--- config.mk ---
export PLATFORM = sky130hd
export DESIGN_NAME = pep_parity_core
export DESIGN_NICKNAME = d
export VERILOG_FILES = /design/src/logic/pep_pkg.sv /design/src/logic/pep_parity_check.sv /design/src/logic/pep_parity_core.sv
export SDC_FILE = /design/constraint.sdc
export NUM_CORES = 1
export LEC_CHECK = 0
export ABC_AREA = 1
export BUFFER_PORTS_ARGS = -buffer_cell sky130_fd_sc_hd__buf_2
export CAP_MARGIN = 20
export CORE_MARGIN = 2
export CORE_UTILIZATION = 40
export DETAILED_ROUTE_END_ITERATION = 6
export HOLD_SLACK_MARGIN = 0.06
export PLACE_DENSITY = 0.78
export REMOVE_ABC_BUFFERS = 1
export SLEW_MARGIN = 20
export SYNTH_ARGS = -nofsm -noshare
export SYNTH_HDL_FRONTEND = slang
export SYNTH_SLANG_ARGS = --single-unit
--- constraint.sdc ---
create_clock -name clk -period 1.1 [get_ports clk]
set_input_delay 0.22 -clock clk [delete_from_list [all_inputs] [get_ports clk]]
set_output_delay 0.22 -clock clk [all_outputs]
set_load 0.1 [all_outputs]
--- src/logic/pep_pkg.sv ---
/*
 Shared constants, types and the parity function for the PCI parity and
 error reporting block.
 Assumes the block runs on the PCI bus clock and sees the bus pins in that
 clock's domain.
*/
package pep_pkg;

  // ****************************************
  // Register map
  // ****************************************
  localparam logic [7:0] CFG_CMD_STAT_ADDR = 8'h04;
  localparam logic [7:0] CTRL_STATUS_ADDR = 8'h28;
  localparam logic [31:0] CFG_CMD_STAT_RESET = 32'h0000_0000;
  localparam logic [31:0] CTRL_STATUS_RESET = 32'h0000_0000;

  // ****************************************
  // Field positions
  // ****************************************
  localparam int CMD_MASTER_EN_BIT = 2;
  localparam int CMD_SERR_EN_BIT = 8;
  localparam int STAT_DATA_PAR_BIT = 24;
  localparam int STAT_SIG_SERR_BIT = 30;
  localparam int CSR_FATAL_BIT = 13;
  localparam logic [31:0] CMD_WRITE_MASK = 32'h0000_0104;

  // ****************************************
  // Timing
  // ****************************************
  // Least reset length the system owes the block, in bus clocks
  localparam int RESET_MIN_CYCLES = 10;

  // ****************************************
  // Types
  // ****************************************
  typedef enum logic [1:0] {
    PEP_RUN = 2'b00,
    PEP_DRAIN = 2'b01,
    PEP_HALT = 2'b10
  } pep_state_t;

  // Request and data from the device's own bus engine
  typedef struct packed {
    logic need_bus;
    logic master;
    logic read;
    logic target_sel;
    logic drive_ad;
    logic burst_done;
    logic [31:0] ad;
    logic [3:0] cbe;
  } pep_core_t;

  // Bus pins as seen from the bus
  typedef struct packed {
    logic [31:0] ad;
    logic [3:0] cbe_l;
    logic par;
    logic frame_l;
    logic irdy_l;
    logic trdy_l;
    logic gnt_l;
  } pep_pins_t;

  // Even parity over address/data and command/byte enables
  function automatic logic pep_parity(input logic [31:0] ad, input logic [3:0] cbe);
    pep_parity = ^{ad, cbe};
  endfunction

endpackage

--- src/logic/pep_parity_check.sv ---
/*
 Parity check stage: latches one bus sample and compares its parity with
 the parity pin one clock later.
 Assumes the caller marks at most one sample per clock.
*/
`timescale 1ns/1ps
module pep_parity_check (
  input wire logic clk,
  input wire logic reset,
  input wire logic take_data,
  input wire logic take_addr,
  input wire logic take_master,
  input wire logic [31:0] ad,
  input wire logic [3:0] cbe,
  input wire logic par_in,
  output logic err_data,
  output logic err_addr,
  output logic err_master
);
  import pep_pkg::*;

  logic calc;
  logic pend_data;
  logic pend_addr;
  logic pend_master;

  // ****************************************
  // Sample
  // ****************************************
  always_ff @(posedge clk) begin
    if (reset) begin
      calc <= 1'b0;
      pend_data <= 1'b0;
      pend_addr <= 1'b0;
      pend_master <= 1'b0;
    end else begin
      calc <= pep_parity(ad, cbe);
      pend_data <= take_data;
      pend_addr <= take_addr;
      pend_master <= take_master;
    end
  end

  // ****************************************
  // Compare
  // ****************************************
  // Parity arrives one clock behind its data, so the compare is late by one
  always_comb begin
    err_data = pend_data && (calc != par_in);
    err_addr = pend_addr && (calc != par_in);
    err_master = err_data && pend_master;
  end

endmodule

--- src/logic/pep_parity_core.sv ---
/*
 PCI parity generation, parity error reporting, halt after a fatal
 master parity error, and bus request.
 Assumes clk is the PCI bus clock and all bus pins are synchronous to it;
 the bus engine beside it supplies phase and role information.
*/
// Summary of operation
// Drive even parity over ad and cbe
// Parity covers all lines in every phase
// perr on master read or target write error
// Master error sets fatal and parity report bits
// Finish current burst, then stop bus work
// Resume only after host clears fatal bit
// Address error with enable: serr and flag
// serr two clocks after failing address
// Sample bus on rising clock, 20-33 MHz
// System holds reset at least ten clocks
// Reset tristates outputs, floats open-drain signals
// Request bus when a master transfer pends
// serr only pulls low, never drives high
`timescale 1ns/1ps
module pep_parity_core #(
  parameter int ADDR_W = 8
) (
  input wire logic clk,
  input wire logic reset,
  input wire pep_pkg::pep_core_t core,
  input wire pep_pkg::pep_pins_t pins,
  output logic par_out,
  output logic par_oe,
  output logic perr_l_out,
  output logic perr_l_oe,
  output logic serr_l_out,
  output logic serr_l_oe,
  output logic req_l_out,
  output logic req_l_oe,
  output logic core_stop,
  input wire logic [ADDR_W-1:0] reg_addr,
  input wire logic [31:0] reg_wdata,
  input wire logic reg_wr,
  input wire logic reg_rd,
  output logic [31:0] reg_rdata
);
  import pep_pkg::*;

  // ****************************************
  // Elaboration checks
  // ****************************************
  if (ADDR_W < 8) begin : g_bad_addr_w
    $error("ADDR_W must be at least 8");
  end

  pep_state_t state;
  pep_state_t next_state;
  logic [31:0] cfg_cmd_stat;
  logic fatal;
  logic frame_q;
  logic addr_take;
  logic data_take;
  logic err_data;
  logic err_addr;
  logic err_master;
  logic [1:0] perr_stage;
  logic serr_en;
  logic master_en;
  logic wr_cmd;
  logic wr_csr;
  logic bus_idle;

  // ****************************************
  // Decode
  // ****************************************
  // Bus pins share this clock, so they are read without synchronisers
  always_comb begin
    serr_en = cfg_cmd_stat[CMD_SERR_EN_BIT];
    master_en = cfg_cmd_stat[CMD_MASTER_EN_BIT];
    bus_idle = pins.frame_l && pins.irdy_l;
    addr_take = !pins.frame_l && frame_q && !core.master;
    data_take = !pins.irdy_l && !pins.trdy_l &&
                ((core.master && core.read) || (core.target_sel && !core.read));
    wr_cmd = 1'b0;
    wr_csr = 1'b0;
    if (reg_wr && reg_addr == ADDR_W'(CFG_CMD_STAT_ADDR)) begin
      wr_cmd = 1'b1;
    end else if (reg_wr && reg_addr == ADDR_W'(CTRL_STATUS_ADDR)) begin
      wr_csr = 1'b1;
    end
  end

  // ****************************************
  // Parity check
  // ****************************************
  pep_parity_check u_check (
    .clk(clk),
    .reset(reset),
    .take_data(data_take),
    .take_addr(addr_take),
    .take_master(core.master),
    .ad(pins.ad),
    .cbe(pins.cbe_l),
    .par_in(pins.par),
    .err_data(err_data),
    .err_addr(err_addr),
    .err_master(err_master)
  );

  always_ff @(posedge clk) begin
    if (reset) begin
      frame_q <= 1'b1;
    end else begin
      frame_q <= pins.frame_l;
    end
  end

  // ****************************************
  // Parity generation
  // ****************************************
  // Parity trails the lines it covers by one clock
  always_ff @(posedge clk) begin
    if (reset) begin
      par_out <= 1'b0;
      par_oe <= 1'b0;
    end else begin
      par_out <= pep_parity(core.ad, core.cbe);
      par_oe <= core.drive_ad;
    end
  end

  // ****************************************
  // Data parity error pin
  // ****************************************
  // Driven high for one clock after the low pulse before release
  always_ff @(posedge clk) begin
    if (reset) begin
      perr_stage <= 2'b00;
      perr_l_out <= 1'b1;
      perr_l_oe <= 1'b0;
    end else if (err_data) begin
      perr_stage <= 2'b01;
      perr_l_out <= 1'b0;
      perr_l_oe <= 1'b1;
    end else if (perr_stage == 2'b01) begin
      perr_stage <= 2'b10;
      perr_l_out <= 1'b1;
      perr_l_oe <= 1'b1;
    end else begin
      perr_stage <= 2'b00;
      perr_l_out <= 1'b1;
      perr_l_oe <= 1'b0;
    end
  end

  // ****************************************
  // System error pin
  // ****************************************
  // Open drain: the level is always low, only the enable moves
  always_ff @(posedge clk) begin
    if (reset) begin
      serr_l_out <= 1'b0;
      serr_l_oe <= 1'b0;
    end else begin
      serr_l_out <= 1'b0;
      serr_l_oe <= err_addr && serr_en;
    end
  end

  // ****************************************
  // Command and status register
  // ****************************************
  // Status flags clear on writing one; a new event in the same clock wins
  always_ff @(posedge clk) begin
    if (reset) begin
      cfg_cmd_stat <= CFG_CMD_STAT_RESET;
    end else begin
      if (wr_cmd) begin
        cfg_cmd_stat <= (cfg_cmd_stat & ~CMD_WRITE_MASK) | (reg_wdata & CMD_WRITE_MASK);
        if (reg_wdata[STAT_DATA_PAR_BIT]) begin
          cfg_cmd_stat[STAT_DATA_PAR_BIT] <= 1'b0;
        end
        if (reg_wdata[STAT_SIG_SERR_BIT]) begin
          cfg_cmd_stat[STAT_SIG_SERR_BIT] <= 1'b0;
        end
      end
      if (err_master) begin
        cfg_cmd_stat[STAT_DATA_PAR_BIT] <= 1'b1;
      end
      if (err_addr && serr_en) begin
        cfg_cmd_stat[STAT_SIG_SERR_BIT] <= 1'b1;
      end
    end
  end

  // ****************************************
  // Controller status register
  // ****************************************
  always_ff @(posedge clk) begin
    if (reset) begin
      fatal <= CTRL_STATUS_RESET[CSR_FATAL_BIT];
    end else if (err_master) begin
      fatal <= 1'b1;
    end else if (wr_csr && reg_wdata[CSR_FATAL_BIT]) begin
      fatal <= 1'b0;
    end
  end

  // ****************************************
  // Halt sequence
  // ****************************************
  always_comb begin
    next_state = state;
    case (state)
      PEP_RUN: begin
        if (err_master) begin
          next_state = (core.burst_done || bus_idle) ? PEP_HALT : PEP_DRAIN;
        end
      end
      PEP_DRAIN: begin
        if (core.burst_done || bus_idle) begin
          next_state = PEP_HALT;
        end
      end
      PEP_HALT: begin
        if (!fatal) begin
          next_state = PEP_RUN;
        end
      end
      default: begin
        next_state = PEP_HALT;
      end
    endcase
  end

  always_ff @(posedge clk) begin
    if (reset) begin
      state <= PEP_RUN;
      core_stop <= 1'b0;
    end else begin
      state <= next_state;
      core_stop <= (next_state == PEP_HALT);
    end
  end

  // ****************************************
  // Bus request
  // ****************************************
  // Request drops one clock into draining, since the request register trails the state
  always_ff @(posedge clk) begin
    if (reset) begin
      req_l_out <= 1'b1;
      req_l_oe <= 1'b0;
    end else begin
      req_l_out <= !(core.need_bus && master_en && state == PEP_RUN);
      req_l_oe <= 1'b1;
    end
  end

  // ****************************************
  // Register read port
  // ****************************************
  always_ff @(posedge clk) begin
    if (reset) begin
      reg_rdata <= 32'h0000_0000;
    end else if (reg_rd && reg_addr == ADDR_W'(CFG_CMD_STAT_ADDR)) begin
      reg_rdata <= cfg_cmd_stat;
    end else if (reg_rd && reg_addr == ADDR_W'(CTRL_STATUS_ADDR)) begin
      reg_rdata <= 32'(fatal) << CSR_FATAL_BIT;
    end else begin
      reg_rdata <= 32'h0000_0000;
    end
  end
endmodule

### After elaboration in Yosys (flattened, before gate mapping)

Cells that the tools add are included.

| storage, ports and cells | value |
|---|---|
| register bits after elaboration | 82 |
| logic and storage cells | 85 |

| cells by class | value |
|---|---|
| equal/unequal tests | 7 |
| muxes and demuxes | 23 |
| bitwise logic cells | 1 |
| reductions and logical operators | 33 |

Operators by type and width:

| cell | count |
|---|---|
| $reduce_xor A36 Y1 | 2 |
| $mux W32 | 1 |
| $or A32 B9 Y32 | 1 |
| $mux W31 | 1 |
| $logic_and A1 B1 Y1 | 18 |
| $mux W1 | 14 |
| $mux W14 | 1 |
| $mux W2 | 5 |
| $eq A8 B3 Y1 const B | 1 |
| $eq A8 B6 Y1 const B | 1 |
| $logic_not A1 Y1 | 6 |
| $pmux W2 S3 | 1 |
| $reduce_bool A2 Y1 | 3 |
| $eq A2 B1 Y1 const B | 2 |
| $eq A2 B2 Y1 const B | 2 |
| $logic_not A2 Y1 | 1 |
| $logic_or A1 B1 Y1 | 2 |
| $reduce_or A2 Y1 | 1 |
| $ne A1 B1 Y1 | 1 |

### Logic depth before layout (Yosys ltp)

| logic depth | value |
|---|---|
| word-level depth | 7 |
| mapped depth | 14 |
| mapped depth without buffers | 14 |

### Cells and area by module

Synthesis repeated with hierarchy kept, for this count alone.

| second synthesis, totals | value |
|---|---|
| cell total of the unflattened synthesis | 575 |
| area, all modules | 2879.0 sq um |

By module, submodules not included:

| module | instances | cells each | area an instance (sq um) |
|---|---|---|---|
| pep_parity_core | 1 | 335 | 1851.8 |
| pep_parity_check | 1 | 240 | 1027.2 |

### Worst setup path after synthesis

Ideal clock, no wire load.

| timing | value |
|---|---|
| kind | register to output |
| from | reg core_stop |
| to | out core_stop |
| data arrival time | 0.909 ns |
| path slack | -0.029 ns |
| cell stages (with the launch flop) | 1 |
| cells stage by stage | dfxtp_1 |

RTL lines:

| item | RTL line | RTL |
|---|---|---|
| start: declaration | pep_parity_core.sv:37 | `output logic core_stop,` |
| start signal: assignment | pep_parity_core.sv:239 | `core_stop <= (next_state == PEP_HALT);` |

No word-level cell between the ends.

### Worst setup path after layout

| timing | value |
|---|---|
| from | reg u_check.calc |
| to | reg core_stop |

| between the ends | value |
|---|---|
| word-level cells in the longest chain between the ends | 6 |

RTL lines:

| item | RTL line | RTL |
|---|---|---|
| start: declaration | pep_parity_check.sv:22 | `logic calc;` |
| start signal: assignment | pep_parity_check.sv:37 | `calc <= pep_parity(ad, cbe);` |
| $ne A1 B1 Y1 | pep_parity_check.sv:49 | `err_data = pend_data && (calc != par_in);` |
| $logic_and A1 B1 Y1 | pep_parity_check.sv:49 |  |
| $logic_and A1 B1 Y1 | pep_parity_check.sv:51 | `err_master = err_data && pend_master;` |
| $mux W2 | pep_parity_core.sv:213 | `if (err_master) begin` |
| $pmux W2 S3 | pep_parity_core.sv:211 | `case (state)` |
| $eq A2 B2 Y1 | pep_parity_core.sv:239 |  |

No other way between the ends.
A chain may end at the register's enable or synchronous reset.

==> summary.md <==
| Metric | Value |
|---|---|
| Vias per cell | 4.39 |
| CTS clock-pin slew for the worst setup and hold paths | 0.10 ns |
| Width of the chip | 88.9 um |
| Share of the synthesized area in compound gates (AO/OA/AOI/OAI) | 3.47% |
| Mean Syn Cell Area | 4.93 um^2 |
| Remaining DRCs | 0 |
| Dominant combinational cell family by area after synthesis | simple AND/OR/NAND/NOR gates |
| Origin of the critical flop-to-flop path | u_check.calc$_SDFF_PP0_ |
| Area share of fa/ha/maj cells after synthesis | 0% |
| Antenna-violating nets left | 0 |
| Area after DPL | 0.00371 mm^2 |
| Data required time at the worst endpoint | 1.27 ns |
| Avg WL per Cell | 8.84 um |
| Core occupancy in the finished layout | 58.1% |
| Outcome | finished, violations left |
| Final-report max-slew violation count | 0 |
| Final net count | 836 |
| Arrival time of the worst setup path | 1.31 ns |
| Number of iterations in the first detailed-routing pass | 4 |
| Initial Util | 41.9% |
| Vias in the first global route | 3,001 |
| Clock Sinks | 27 |
| Number of port buffers | 111 |
| Total via count after detailed routing | 3,529 |
| Most frequent standard cell in the layout excluding fill and tap cells | sky130_fd_sc_hd__nand2_1 |
| Count of yosys warnings during synthesis | 0 |
| Post-route cell area | 0.00399 mm^2 |
| Maximum vdd drop | 0.000467 V |
| Summed instance area of the synthesized netlist | 0.00288 mm^2 |
| Die height | 88.9 um |
| Fraction of layout cells with a size suffix above 1 | 33.5% |
| Period minus WS final | 1.14 ns |
| Number of placed I/O pins | 168 |
| Finish-stage setup viols | 2 |
| Share of cell area taken by muxes after synthesis | 0% |
| RSZ-0062 raised after global routing | true |
| Fmax | 0.878 GHz |
| Fraction of the yosys area taken by sequential cells | 18.8% |
| Cells after Synth | 584 |
| Pin count of the biggest net entering global routing | 17 |
| Final period utilization | 104% |
| Share of synthesized cell area in and, or, nand and nor gates | 55.9% |
| Final Hold Viols | 0 |
| Net switching power of the design | 1.57 mW |
| Slowest-stage cell, CP | sky130_fd_sc_hd__dfxtp_2 |
| Core area | 0.00687 mm^2 |
| Leakage power figure | 2.49 nW |
| Hold WC Path Type | in2reg |
| Clock latency on the worst-skew pair | 0.28 ns |
| Cell at the root of the clock tree | sky130_fd_sc_hd__clkbuf_8 |
| Violated checks | setup timing |
| GP Congestion | 0.830 |
| Power density over the cells | 849 mW/mm^2 |
| Remaining Overflow, GRT | 0 |
| Die Footprint | 0.00790 mm^2 |
| Cells along the critical path | or2_4 -> nand2_4 -> nor2_4 -> nand2_2 -> nand2_1 -> o211ai_1 -> a21oi_1 |
| Global-route wire length before repair | 10.6 mm |
| Worst Setup Path Type | reg2reg |
| Hold_sp | pins[1] |
| P_int | 1.82 mW |
| Diode count | 0 |
| Area growth from synthesis to final layout | 38.4% |
| Worst hold-check slack | 0.0963 ns |
| Max-cap violation count | 0 |
| CTS Buf Count | 3 |
| Clock Path Buffers | 2 |
| Leading cell types in the layout, fill and taps excluded | sky130_fd_sc_hd__nand2_1 (310), sky130_fd_sc_hd__buf_2 (93), sky130_fd_sc_hd__inv_1 (60), sky130_fd_sc_hd__nand2_2 (60), sky130_fd_sc_hd__inv_2 (32) |
| Initial detailed-routing violation count | 65 |
| Initial antenna violation count | 0 |
| Filler Cell Count | 676 |
| Synth Area in XOR/XNOR | 1.82% |
| Comb power frac | 52.7% |
| Global-route total usage across every layer | 16.1% |
| Critical Path Source Type | register |
| Number of distinct library cells after synthesis | 25 |
| Critical Path End Type | register |
| Peak fanout along the critical path | 3 |
| CTS tree | built |
| Half-perimeter wire length after placement | 5.91 mm |
| Crit. Startpoint | u_check.calc$_SDFF_PP0_ |
| Layout Skew | 0.0127 ns |
| Final sum of negative setup slack | -0.0745 ns |
| Final setup slack of the worst path | -0.0389 ns |
| Flip-flop and latch count after synthesis | 27 |
| Final WL | 7.10 mm |
| Std cell rows | 30 |
| Max stage delay on crit path | 0.33 ns |
| Share of total power in sequential cells | 30.3% |
| CTS HTree Levels | 1 |
| Post-Place Worst Slack | -0.290 ns |
| Clock power frac | 17.0% |
| Switching share of power | 46.3% |
-- kinds of logic (layout without fill, tap and decap cells) --
family / count (synthesis) / after routing
and+or+nand+nor: 412 / 412
buffers and inverters: 122 / 219
DFF: 27 / 27
AOI/OAI and AO/OA: 16 / 16
xor gates and xnor gates: 6 / 6
other: 1 / 28
-- layout make-up --
class	instances	area (um^2)	area share (%)
Inverter	92	345	8.66
Tap cell	96	120	3.01
Clock inverter	1	7.51	0.188
Timing Repair Buffer	123	868	21.8
Sequential cell	27	542	13.6
Clock buffer	3	41.3	1.04
Multi-Input combinational cell	462	2060	51.8
-- path summary, 6_finish.rpt --
check | endpoint | slack (ns) | cells after the start
hold / removal | u_check.pend_data$_SDFF_PP0_ | 0.1 | 2
setup / recovery | core_stop$_SDFF_PP0_ | -0.04 | 7
setup reg to reg | core_stop$_SDFF_PP0_ | -0.04 | 7
hold reg to reg | req_l_out$_SDFF_PP1_ | 0.43 | 1
-- per-stage QoR --
step	total power [mW]	std cells
floorplan	2.22	581
global placement	2.60	799
detailed placement	2.66	799
CTS	3.27	804
global route	3.61	804
finish	3.38	804
-- power by group through the flow --
stage               Sequential (mW)  Clock (mW)  Combinational [mW]
floorplan                      1.13           0                1.09
global placement               1.04           0                1.56
detailed placement             1.04           0                1.62
CTS                            1.02       0.595                1.65
global route                   1.03       0.628                1.96
finish                         1.02       0.576                1.78
-- flip-flops by register name (all words and copies together), names as in the netlist --
signal and flops:
u_check.pend_addr 1, fatal 1, cfg_cmd_stat 4, u_check.pend_master 1, state 2, serr_l_oe 1
req_l_out 1, perr_stage 2, reg_rdata 5, perr_l_out 1, core_stop 1, perr_l_oe 1
frame_q 1, u_check.pend_data 1, u_check.calc 1, par_oe 1, req_l_oe 1, par_out 1
-- per-layer routing --
layer  global-route usage [%]  up-vias  wire, um  share of wire [%]
li1                         -     1902         -                  -
met1                     16.2     1502      2800                 39
met2                     33.8      113      3750                 53
met3                     1.12       12       407                5.7
met4                     5.23        0       143                2.0
met5                        0        -         0                  0
-- cells in the mapped netlist, drive strengths merged --
cell,number,share of area [%]
nor4,1,0.22
clkbuf,2,0.61
nor2,21,2.8
nand3,11,2.3
a21o,1,0.26
xnor2,6,1.8
o211ai,2,0.52
o21ai,4,0.69
nor3,1,0.17
buf,28,7.3
conb,1,0.13
a211oi,2,0.52
a21oi,5,0.87
nand2,372,49
a2111oi,1,0.30
dfxtp,27,19
a31o,1,0.30
nand4,4,0.87
inv,92,12
or2,2,0.43
-- what timing repair did --
item / CTS / global route
pin swaps: 6 / 52
resized for setup: 12 / 87
hold buffers: 0 / 0
buffers inserted: 1 / 0
setup endpoints to repair: 6 / 10
-- worst max-delay path: cells and delay by family, from the launching register on --
kind	cells	cell delay, ns
simple gates	5	0.48
compound gates	2	0.23
flops	1	0.33
(Power assumes the default switching activity.)
